===== src/hdl/src_pkg.sv =====
/*
  Package for the supply regulator control register bank: register
  offsets, field positions, reset values and interrupt layout.
  Assumes a plain word-addressed register port with byte addresses.
*/
package src_pkg;

  localparam int ADDR_W = 8;
  localparam int DATA_W = 32;

  // register byte offsets
  localparam logic [7:0] OFS_CONV_CTRL = 8'h2C;
  localparam logic [7:0] OFS_STATUS = 8'h30;
  localparam logic [7:0] OFS_CORE_LVL = 8'h34;
  localparam logic [7:0] OFS_PLL_LVL = 8'h40;
  localparam logic [7:0] OFS_IRQ_STAT = 8'h50;
  localparam logic [7:0] OFS_IRQ_MASK = 8'h54;

  // converter_control fields
  localparam int PG_LO = 24;
  localparam int ERRCLR_BIT = 16;
  localparam int ALIM_LO = 13;
  localparam int ACLK_LO = 8;
  localparam int CLIM_LO = 5;
  localparam int CCLK_LO = 0;

  localparam logic [1:0] PG_RST = 2'h2;
  localparam logic [1:0] ALIM_RST = 2'h0;
  localparam logic [1:0] ACLK_RST = 2'h1;
  localparam logic [1:0] CLIM_RST = 2'h0;
  localparam logic [1:0] CCLK_RST = 2'h1;

  // supply_status fields
  localparam int ST_OSC = 24;
  localparam int ST_PLL_GOOD = 19;
  localparam int ST_CORE_GOOD = 16;
  localparam int ST_ALIM = 9;
  localparam int ST_CLIM = 8;
  localparam int ST_ASS = 1;
  localparam int ST_CSS = 0;

  // level widths
  localparam int CORE_LVL_W = 7;
  localparam int PLL_LVL_W = 3;

  // interrupt event bits (same layout in status and mask)
  localparam int EV_W = 6;
  localparam int EV_OSC_LOST = 0;
  localparam int EV_PLL_BAD = 1;
  localparam int EV_CORE_BAD = 2;
  localparam int EV_ALIM = 3;
  localparam int EV_CLIM = 4;
  localparam int EV_SS_DONE = 5;

endpackage


===== src/hdl/src_regs.sv =====
/*
  Control and status registers for two switching converters and the
  pll linear regulator, plus sticky event status with mask.
  Assumes analogue inputs are already synchronous to clk_sys_i and that
  mode pins are stable around reset release.
*/
// Functional notes
// - power-good threshold bits 25:24, reset 2
// - bit 16 clears converter errors, not self-clearing
// - analog converter current limit bits 14:13
// - analog converter clock select bits 9:8, reset 1
// - core converter current limit bits 6:5
// - core converter clock select bits 1:0, reset 1
// - status register live, read-only
// - status bit 24 oscillator stable
// - bit 19 pll rail good, bit 16 core
// - bits 9/8 current limiting, analog/core
// - bits 1/0 soft-start, analog/core
// - core level seven bits, 0.60V plus 10mV/code
// - level reset values come from mode pins
// - pll level three bits, 0.6V plus 100mV/code
`timescale 1ns/1ps
module src_regs (
  // clock and reset
  input wire logic clk_sys_i,
  input wire logic rstn_i,
  // register port
  input wire logic [src_pkg::ADDR_W-1:0] addr_i,
  input wire logic [src_pkg::DATA_W-1:0] wdata_i,
  input wire logic wr_i,
  input wire logic rd_i,
  output logic [src_pkg::DATA_W-1:0] rdata_o,
  // mode pin straps for level reset values
  input wire logic [src_pkg::CORE_LVL_W-1:0] strap_core_lvl_i,
  input wire logic [src_pkg::PLL_LVL_W-1:0] strap_pll_lvl_i,
  // live analogue status
  input wire logic osc_stable_i,
  input wire logic pll_rail_good_i,
  input wire logic core_rail_good_i,
  input wire logic analog_climit_i,
  input wire logic core_climit_i,
  input wire logic analog_softstart_i,
  input wire logic core_softstart_i,
  // analogue controls
  output logic [1:0] pgood_thresh_o,
  output logic conv_err_clear_o,
  output logic [1:0] analog_ilimit_o,
  output logic [1:0] analog_clk_sel_o,
  output logic [1:0] core_ilimit_o,
  output logic [1:0] core_clk_sel_o,
  output logic [src_pkg::CORE_LVL_W-1:0] core_rail_level_o,
  output logic [src_pkg::PLL_LVL_W-1:0] pll_rail_level_o,
  // interrupt
  output logic irq_o
);

  typedef struct packed {
    logic [1:0] pg;
    logic errclr;
    logic [1:0] alim;
    logic [1:0] aclk;
    logic [1:0] clim;
    logic [1:0] cclk;
    logic [src_pkg::CORE_LVL_W-1:0] core_lvl;
    logic [src_pkg::PLL_LVL_W-1:0] pll_lvl;
    logic strap_done;
    logic [src_pkg::EV_W-1:0] ev_stat;
    logic [src_pkg::EV_W-1:0] ev_mask;
    logic [6:0] live_q;
    logic [src_pkg::DATA_W-1:0] rdata;
  } src_state_t;

  src_state_t st_r;
  src_state_t st_nxt;

  logic [6:0] live;
  logic [src_pkg::DATA_W-1:0] status_word;
  logic [src_pkg::EV_W-1:0] ev_set;

  function automatic logic [src_pkg::DATA_W-1:0] fld2(
    input logic [1:0] v, input int lo);
    logic [src_pkg::DATA_W-1:0] w;
    w = '0;
    w[lo +: 2] = v;
    return w;
  endfunction

  function automatic logic [src_pkg::DATA_W-1:0] bit1(
    input logic v, input int pos);
    logic [src_pkg::DATA_W-1:0] w;
    w = '0;
    w[pos] = v;
    return w;
  endfunction

  // order: osc, pllgood, coregood, alim, clim, ass, css
  assign live = {osc_stable_i, pll_rail_good_i, core_rail_good_i,
                 analog_climit_i, core_climit_i, analog_softstart_i,
                 core_softstart_i};

  // status built straight from the inputs, no history kept
  assign status_word =
      bit1(osc_stable_i, src_pkg::ST_OSC)
    | bit1(pll_rail_good_i, src_pkg::ST_PLL_GOOD)
    | bit1(core_rail_good_i, src_pkg::ST_CORE_GOOD)
    | bit1(analog_climit_i, src_pkg::ST_ALIM)
    | bit1(core_climit_i, src_pkg::ST_CLIM)
    | bit1(analog_softstart_i, src_pkg::ST_ASS)
    | bit1(core_softstart_i, src_pkg::ST_CSS);

  // events: falling good levels, rising current limit, soft-start ends
  always_comb begin
    ev_set = '0;
    ev_set[src_pkg::EV_OSC_LOST] = st_r.live_q[6] & ~live[6];
    ev_set[src_pkg::EV_PLL_BAD] = st_r.live_q[5] & ~live[5];
    ev_set[src_pkg::EV_CORE_BAD] = st_r.live_q[4] & ~live[4];
    ev_set[src_pkg::EV_ALIM] = ~st_r.live_q[3] & live[3];
    ev_set[src_pkg::EV_CLIM] = ~st_r.live_q[2] & live[2];
    ev_set[src_pkg::EV_SS_DONE] = (st_r.live_q[1] & ~live[1])
                                | (st_r.live_q[0] & ~live[0]);
  end

  always_comb begin
    st_nxt = st_r;
    st_nxt.live_q = live;
    st_nxt.rdata = '0;
    // straps are caught on the first clock after reset release
    if (!st_r.strap_done) begin
      st_nxt.core_lvl = strap_core_lvl_i;
      st_nxt.pll_lvl = strap_pll_lvl_i;
      st_nxt.strap_done = 1'b1;
    end
    // clear by writing one; a new event in the same cycle wins
    st_nxt.ev_stat = st_r.ev_stat;
    if (wr_i && addr_i == src_pkg::OFS_IRQ_STAT) begin
      st_nxt.ev_stat = st_r.ev_stat & ~wdata_i[src_pkg::EV_W-1:0];
    end
    st_nxt.ev_stat = st_nxt.ev_stat | ev_set;
    // only defined fields are stored
    if (wr_i) begin
      unique case (addr_i)
        src_pkg::OFS_CONV_CTRL: begin
          st_nxt.pg = wdata_i[src_pkg::PG_LO +: 2];
          st_nxt.errclr = wdata_i[src_pkg::ERRCLR_BIT];
          st_nxt.alim = wdata_i[src_pkg::ALIM_LO +: 2];
          st_nxt.aclk = wdata_i[src_pkg::ACLK_LO +: 2];
          st_nxt.clim = wdata_i[src_pkg::CLIM_LO +: 2];
          st_nxt.cclk = wdata_i[src_pkg::CCLK_LO +: 2];
        end
        src_pkg::OFS_CORE_LVL: begin
          st_nxt.core_lvl = wdata_i[src_pkg::CORE_LVL_W-1:0];
          st_nxt.strap_done = 1'b1;
        end
        src_pkg::OFS_PLL_LVL: begin
          st_nxt.pll_lvl = wdata_i[src_pkg::PLL_LVL_W-1:0];
          st_nxt.strap_done = 1'b1;
        end
        src_pkg::OFS_IRQ_MASK: begin
          st_nxt.ev_mask = wdata_i[src_pkg::EV_W-1:0];
        end
        default: begin
        end
      endcase
    end
    // read data is valid one cycle after the strobe; unmapped read zero
    if (rd_i) begin
      unique case (addr_i)
        src_pkg::OFS_CONV_CTRL: begin
          st_nxt.rdata = fld2(st_r.pg, src_pkg::PG_LO)
            | bit1(st_r.errclr, src_pkg::ERRCLR_BIT)
            | fld2(st_r.alim, src_pkg::ALIM_LO)
            | fld2(st_r.aclk, src_pkg::ACLK_LO)
            | fld2(st_r.clim, src_pkg::CLIM_LO)
            | fld2(st_r.cclk, src_pkg::CCLK_LO);
        end
        src_pkg::OFS_STATUS: begin
          st_nxt.rdata = status_word;
        end
        src_pkg::OFS_CORE_LVL: begin
          st_nxt.rdata[src_pkg::CORE_LVL_W-1:0] = st_r.core_lvl;
        end
        src_pkg::OFS_PLL_LVL: begin
          st_nxt.rdata[src_pkg::PLL_LVL_W-1:0] = st_r.pll_lvl;
        end
        src_pkg::OFS_IRQ_STAT: begin
          st_nxt.rdata[src_pkg::EV_W-1:0] = st_r.ev_stat;
        end
        src_pkg::OFS_IRQ_MASK: begin
          st_nxt.rdata[src_pkg::EV_W-1:0] = st_r.ev_mask;
        end
        default: begin
        end
      endcase
    end
  end

  always_ff @(posedge clk_sys_i or negedge rstn_i) begin
    if (!rstn_i) begin
      st_r <= '0;
      st_r.pg <= src_pkg::PG_RST;
      st_r.alim <= src_pkg::ALIM_RST;
      st_r.aclk <= src_pkg::ACLK_RST;
      st_r.clim <= src_pkg::CLIM_RST;
      st_r.cclk <= src_pkg::CCLK_RST;
    end else begin
      st_r <= st_nxt;
    end
  end

  // error clear stays asserted while the bit is one
  assign conv_err_clear_o = st_r.errclr;
  assign pgood_thresh_o = st_r.pg;
  assign analog_ilimit_o = st_r.alim;
  assign analog_clk_sel_o = st_r.aclk;
  assign core_ilimit_o = st_r.clim;
  assign core_clk_sel_o = st_r.cclk;
  assign core_rail_level_o = st_r.core_lvl;
  assign pll_rail_level_o = st_r.pll_lvl;
  assign rdata_o = st_r.rdata;
  assign irq_o = |(st_r.ev_stat & st_r.ev_mask);

endmodule


===== config.mk =====
export PLATFORM = sky130hd
export DESIGN_NAME = src_regs
export DESIGN_NICKNAME = d
export VERILOG_FILES = /design/src/hdl/src_pkg.sv /design/src/hdl/src_regs.sv
export SDC_FILE = /design/constraint.sdc
export NUM_CORES = 1
export LEC_CHECK = 0
export BUFFER_PORTS_ARGS = -buffer_cell sky130_fd_sc_hd__buf_2
export CORE_ASPECT_RATIO = 2
export CORE_UTILIZATION = 27
export CTS_BUF_LIST = sky130_fd_sc_hd__clkbuf_2 sky130_fd_sc_hd__clkbuf_4 sky130_fd_sc_hd__clkbuf_8
export DETAILED_ROUTE_END_ITERATION = 8
export HOLD_SLACK_MARGIN = 0.08
export MAX_ROUTING_LAYER = met4
export PLACE_DENSITY = 0.6
export RECOVER_POWER = 25
export SYNTH_ARGS = -nofsm -noshare
export SYNTH_HDL_FRONTEND = slang
export SYNTH_SLANG_ARGS = --single-unit

===== constraint.sdc =====
create_clock -name clk_sys_i -period 1.45 [get_ports clk_sys_i]
set_clock_uncertainty 0.15 [all_clocks]
set_input_delay 0.145 -clock clk_sys_i [delete_from_list [all_inputs] [get_ports clk_sys_i]]
set_output_delay 0.145 -clock clk_sys_i [all_outputs]
set_load 0.005 [all_outputs]

Word-level counts from Yosys, hierarchy flattened
Cells that the tools add are included.
- latch bits: 0
- bits in registers: 73
- memories: 0
- bits in read-only memories: 0
- bits in writable memories: 0
- bitwise gates (word level): 30
- add/sub/neg operators: 0
- $mul: 0
- equality and inequality tests: 6
- reductions and logical operators: 5
- div/mod/pow operators: 0
- shift operators: 0
- order comparisons: 0
- multiplexer cells: 11
- operators by type and width (kind ; number):
    $pmux 19 s2 ; 1
    $mux 26 ; 1
    $or 26x10->26 ; 1
    $or 26x15->26 ; 1
    $or 26x17->26 ; 1
    $or 26x2->26 ; 1
    $or 26x7->26 ; 1
    $or 25x1->25 ; 1
    $or 25x10->25 ; 1
    $or 25x17->25 ; 1
    $or 25x2->25 ; 1
    $or 25x20->25 ; 1
    $or 25x9->25 ; 1
    $eq 8x6->1 const B ; 3
    $eq 8x7->1 const B ; 3
    $mux 11 ; 2
    $pmux 3 s6 ; 1
    $pmux 3 s5 ; 1
    $and 6x6->6 ; 2
    $and 1x1->1 ; 7
    $mux 7 ; 1
    $not 1->1 ; 7
    $mux 6 ; 1
    $not 6->6 ; 1
    9 further kinds ; 10

Depth between registers and ports, before layout
- word-level depth: 8
- gate-level depth with buffers: 5
- gate-level depth less buffers: 4

Least setup slack after synthesis
No wires, ideal clock.
- kind: input -> register
- from: input port addr_i[1] (netlist name)
- to: register st_r[50] (netlist name)
- setup slack: 9 ps
- stages on the path: 5
- required time: 1174 ps
- path buffers: 1
- arrival time: 1164 ps
- cells stage by stage: nor4_4 and3_1 buf_4 nand2_2 a221o_1
- RTL lines (item ; line ; text):
    from (decl) ; src_regs.sv:28 ; input wire logic [src_pkg::ADDR_W-1:0] addr_i,
    to (signal assigned) ; src_regs.sv:206 ; st_r <= st_nxt;
    to (decl) ; src_regs.sv:73 ; src_state_t st_r;

Worst setup path in the final report
- from: register st_r[50] (netlist name)
- to: output port irq_o
- word-level cells in the longest chain between the ends: 2
- ends and longest elaborated chain (item ; line ; text):
    $and 6x6->6 ; src_regs.sv:220 ; assign irq_o = |(st_r.ev_stat & st_r.ev_mask);
    $reduce_or 6->1 ; src_regs.sv:220 ;
    to (decl) ; src_regs.sv:54 ; output logic irq_o
No other way between the ends.

==> impl_metrics.env <==
export IMPL_wire_length_of_the_first_global_routing_pass_um=11800
export IMPL_clkTransAtPathRegs_ns=0.10
export IMPL_areaGrowthSynthToFinish_pct=31.1
export IMPL_syn_instance_count=252
export IMPL_drtPass1Iterations=4
export IMPL_fin_hold_ws_ns=0.116
export IMPL_setup_violations=1
export IMPL_hp_start="wr_i"
export IMPL_grt_antenna_before_repair=0
export IMPL_detailedPlacementHpwl_um=5980
export IMPL_clock_latency_ns=0.32
export IMPL_synth_cell_area_mm2=0.00284
export IMPL_ctsLongestPathBuffers=2
export IMPL_critical_path_startpoint_type="register"
export IMPL_regToRegStartpoint="st_r[50]$_DFF_PN0_"
export IMPL_report_final_hold_viol_count=0
export IMPL_fin_crit_sh_pct=102
export IMPL_routabilityCongestion=0.850
export IMPL_via_count=2205
export IMPL_crit_chain="a22oi_2 -> nand3_1 -> buf_2"
export IMPL_antenna_cell_count=0
export IMPL_final_net_count=425
export IMPL_post_route_util_pct=36.7
export IMPL_wire_per_inst_um=15.0
export IMPL_timing_critical_path_arrival_ns=1.19
export IMPL_drcViolationCount=0
export IMPL_initial_core_util_pct=28.0
export IMPL_initialDrtViolationCount=77
export IMPL_grt_setup_unrepaired="true"
export IMPL_postRouteAntennaNets=0
export IMPL_slowest_delay_ns=0.41
export IMPL_max_cap_violations=0
export IMPL_whs_path_depth=4
export IMPL_post_synth_top_area_fraction_pct=46.7
export IMPL_cts_h_tree_lvls=2
export IMPL_yosysTopAreaCell="dfrtp_1"
export IMPL_clock_power_share_pct=30.2
export IMPL_status="finished, violations left"
export IMPL_synth_sequential_area_ratio_pct=49.5
export IMPL_std_cell_rows=52
export IMPL_postSynth_asyncResetShare_pct=100
export IMPL_viasPerCell=4.41
export IMPL_die_area_mm2=0.0109
export IMPL_grt_max_degree=27
export IMPL_timing_rr_end="rdata_o[5]$_DFF_PN0_"
export IMPL_clock_sink_count=56
export IMPL_crit_fanout=2
export IMPL_design_portCount=115
export IMPL_final_max_slew_violation_count=0
export IMPL_synth_yosys_warnings=0
export IMPL_cts_inserted_buffers=5
export IMPL_count_of_flip_flops_with_a_built_in_enable_after_synthesis=0
export IMPL_post_synth_main_area_contributors="dfrtp_1, buf_4, mux2_2"
export IMPL_post_route_cells_drive_above_1_share_pct=38.4
export IMPL_finalWorstPathRequiredPeriod_ns=1.48
export IMPL_min_to="pll_rail_level_o[0]$_DFF_PN0_"
export IMPL_timing_slew_headroom_pct=57.4
export IMPL_p_seq_share_pct=55.3
export IMPL_power_total_uw=3040
export IMPL_drt_wl_total_um=7490
export IMPL_internal_power_uw=2270
export IMPL_clock_tree_from_tritoncts="yes"
export IMPL_min_delay_path_class="in -> reg"
export IMPL_grt_overflow_total=0
export IMPL_power_combinational_fraction_pct=14.5
export IMPL_p_leak_uw=0.00185
export IMPL_ff2ff_path_depth=4
export IMPL_switchingPower_uw=767
export IMPL_syn_area_per_cell_um2=11.3
export IMPL_ys_dominant_reg_cell="dfrtp_1"
export IMPL_core_region_area_mm2=0.0101
export IMPL_net_sw_share_pct=25.2
export IMPL_root_buffer="clkbuf_8"
export IMPL_powerDensity_mw_per_mm2=817
export IMPL_global_route_usage_total_pct=15.1
export IMPL_criticalPathCategory="reg -> out"
export IMPL_worstMarginPinSlew_ns=0.639
export IMPL_via_count_of_the_first_global_routing_pass=2344
export IMPL_die_y_um=147
export IMPL_io_buffers=79
export IMPL_fillers=1052
export IMPL_violations="setup timing"
export IMPL_vdd_drop_max_mv=0.487
export IMPL_synthDistinctLibCells=40
export IMPL_fmax_ghz=0.674
export IMPL_cp_data_required_time_ns=1.15
export IMPL_rrSetupSlack_ns=0.06
export IMPL_ys_ff_latch=56
export IMPL_layout_setup_ws_ns=-0.0341
export IMPL_setup_worst_path_end_class="output pin"
export IMPL_die_width_um=74.5
export IMPL_crit_slowest_cell="dfrtp_1"
## stage by stage
step	setup TNS (ns)	setup slack, ns	area (µm²)	cells
detailed placement	-3.59	-0.191	3290	456
finish	-0.0341	-0.0341	3720	500
floorplan	0	0.00946	2900	268
CTS	-0.0427	-0.0427	3740	499
global placement	-3.44	-0.253	3290	456
global route	-0.0904	-0.0904	3720	500
## cell type report
class / instances / area, µm² / area share, %
clock buffers: 7 / 90.1 / 2.42
clock inverters: 1 / 7.51 / 0.202
inverters: 7 / 26.3 / 0.706
multi-input cells: 146 / 1050 / 28.3
flip-flops and latches: 56 / 1410 / 37.8
well taps: 135 / 169 / 4.54
repair buffers: 148 / 968 / 26.0
## routing by layer
layer  share of wire, %  track usage [%]
met1                 34             14.6
met2                 56             26.9
met3                4.3             1.85
met4                5.5             9.62
met5                  0                -
## layout by cell type (no fill, tap or decap), types with 6 or more instances in the layout
cell type	count
nor2_1	14
nand2_1	6
a21oi_1	11
nand3_1	8
mux2_2	18
inv_1	7
buf_4	31
dfrtp_1	53
a22oi_1	6
conb_1	18
buf_2	71
dlygate4sd3_1	33
clkbuf_8	6
mux2i_1	10
a22o_1	12
clkbuf_1	12
## cell families after synthesis
| group | synth area share, % |
|---|---|
| compound gates | 11.2 |
| buf+inv | 15.8 |
| flops | 49.5 |
| mux | 10.7 |
| other cells | 0.265 |
| simple gates | 12.6 |
## what timing repair did
action | in CTS | in global routing
setup endpoints to repair | 1 | 1
hold buffers | 33 | 0
pin swaps | 0 | 1
buffers inserted | 2 | 1
resized for setup | 2 | 0
hold endpoints to repair | 104 | 0
## critical path: cells and delay by family (launching register included)
| family | cells | cell delay [ns] |
|---|---|---|
| AO/OA/AOI/OAI | 1 | 0.21 |
| buffers and inverters | 1 | 0.14 |
| AND/OR/NAND/NOR | 1 | 0.11 |
| flip-flops | 1 | 0.41 |
## state kept, by name, indices dropped and copies added, names as in the netlist
| signal | count |
|---|---|
| st_r | 20 |
| pll_rail_level_o | 3 |
| pgood_thresh_o | 2 |
| core_clk_sel_o | 2 |
| conv_err_clear_o | 1 |
| analog_clk_sel_o | 2 |
| rdata_o | 15 |
| analog_ilimit_o | 2 |
| core_rail_level_o | 7 |
| core_ilimit_o | 2 |
## how the worst max path moves through the flow
stage / slack, ns / from / cells after the start / endpoint
after floorplan: 0.009 / addr_i[1] / 5 / st_r[50]$_DFF_PN0_
after CTS: -0.04 / st_r[50]$_DFF_PN0_ / 3 / irq_o
after detailed placement: -0.19 / addr_i[7] / 6 / rdata_o[2]$_DFF_PN0_
after global placement: -0.25 / addr_i[7] / 6 / rdata_o[2]$_DFF_PN0_
final: -0.03 / st_r[50]$_DFF_PN0_ / 3 / irq_o
after global routing: -0.09 / st_r[50]$_DFF_PN0_ / 3 / irq_o
## power groups by stage
| stage | Combinational, µW | Clock [µW] | Sequential, µW |
|---|---|---|---|
| after global placement | 372 | 0 | 1710 |
| after detailed placement | 381 | 0 | 1710 |
| after floorplan | 227 | 0 | 1690 |
| final | 440 | 919 | 1680 |
| after global routing | 489 | 993 | 1690 |
| after CTS | 451 | 949 | 1680 |
## Yosys cell counts, types with 6 or more instances
library cell and number:
a21oi_1 11, a22o_1 12, a22oi_1 8, buf_4 53, dfrtp_1 53, inv_1 7, mux2_2 18, mux2i_1 10
nand2_1 6, nand3_1 8, nor2_1 14
Power figures use the tool's default switching activity.
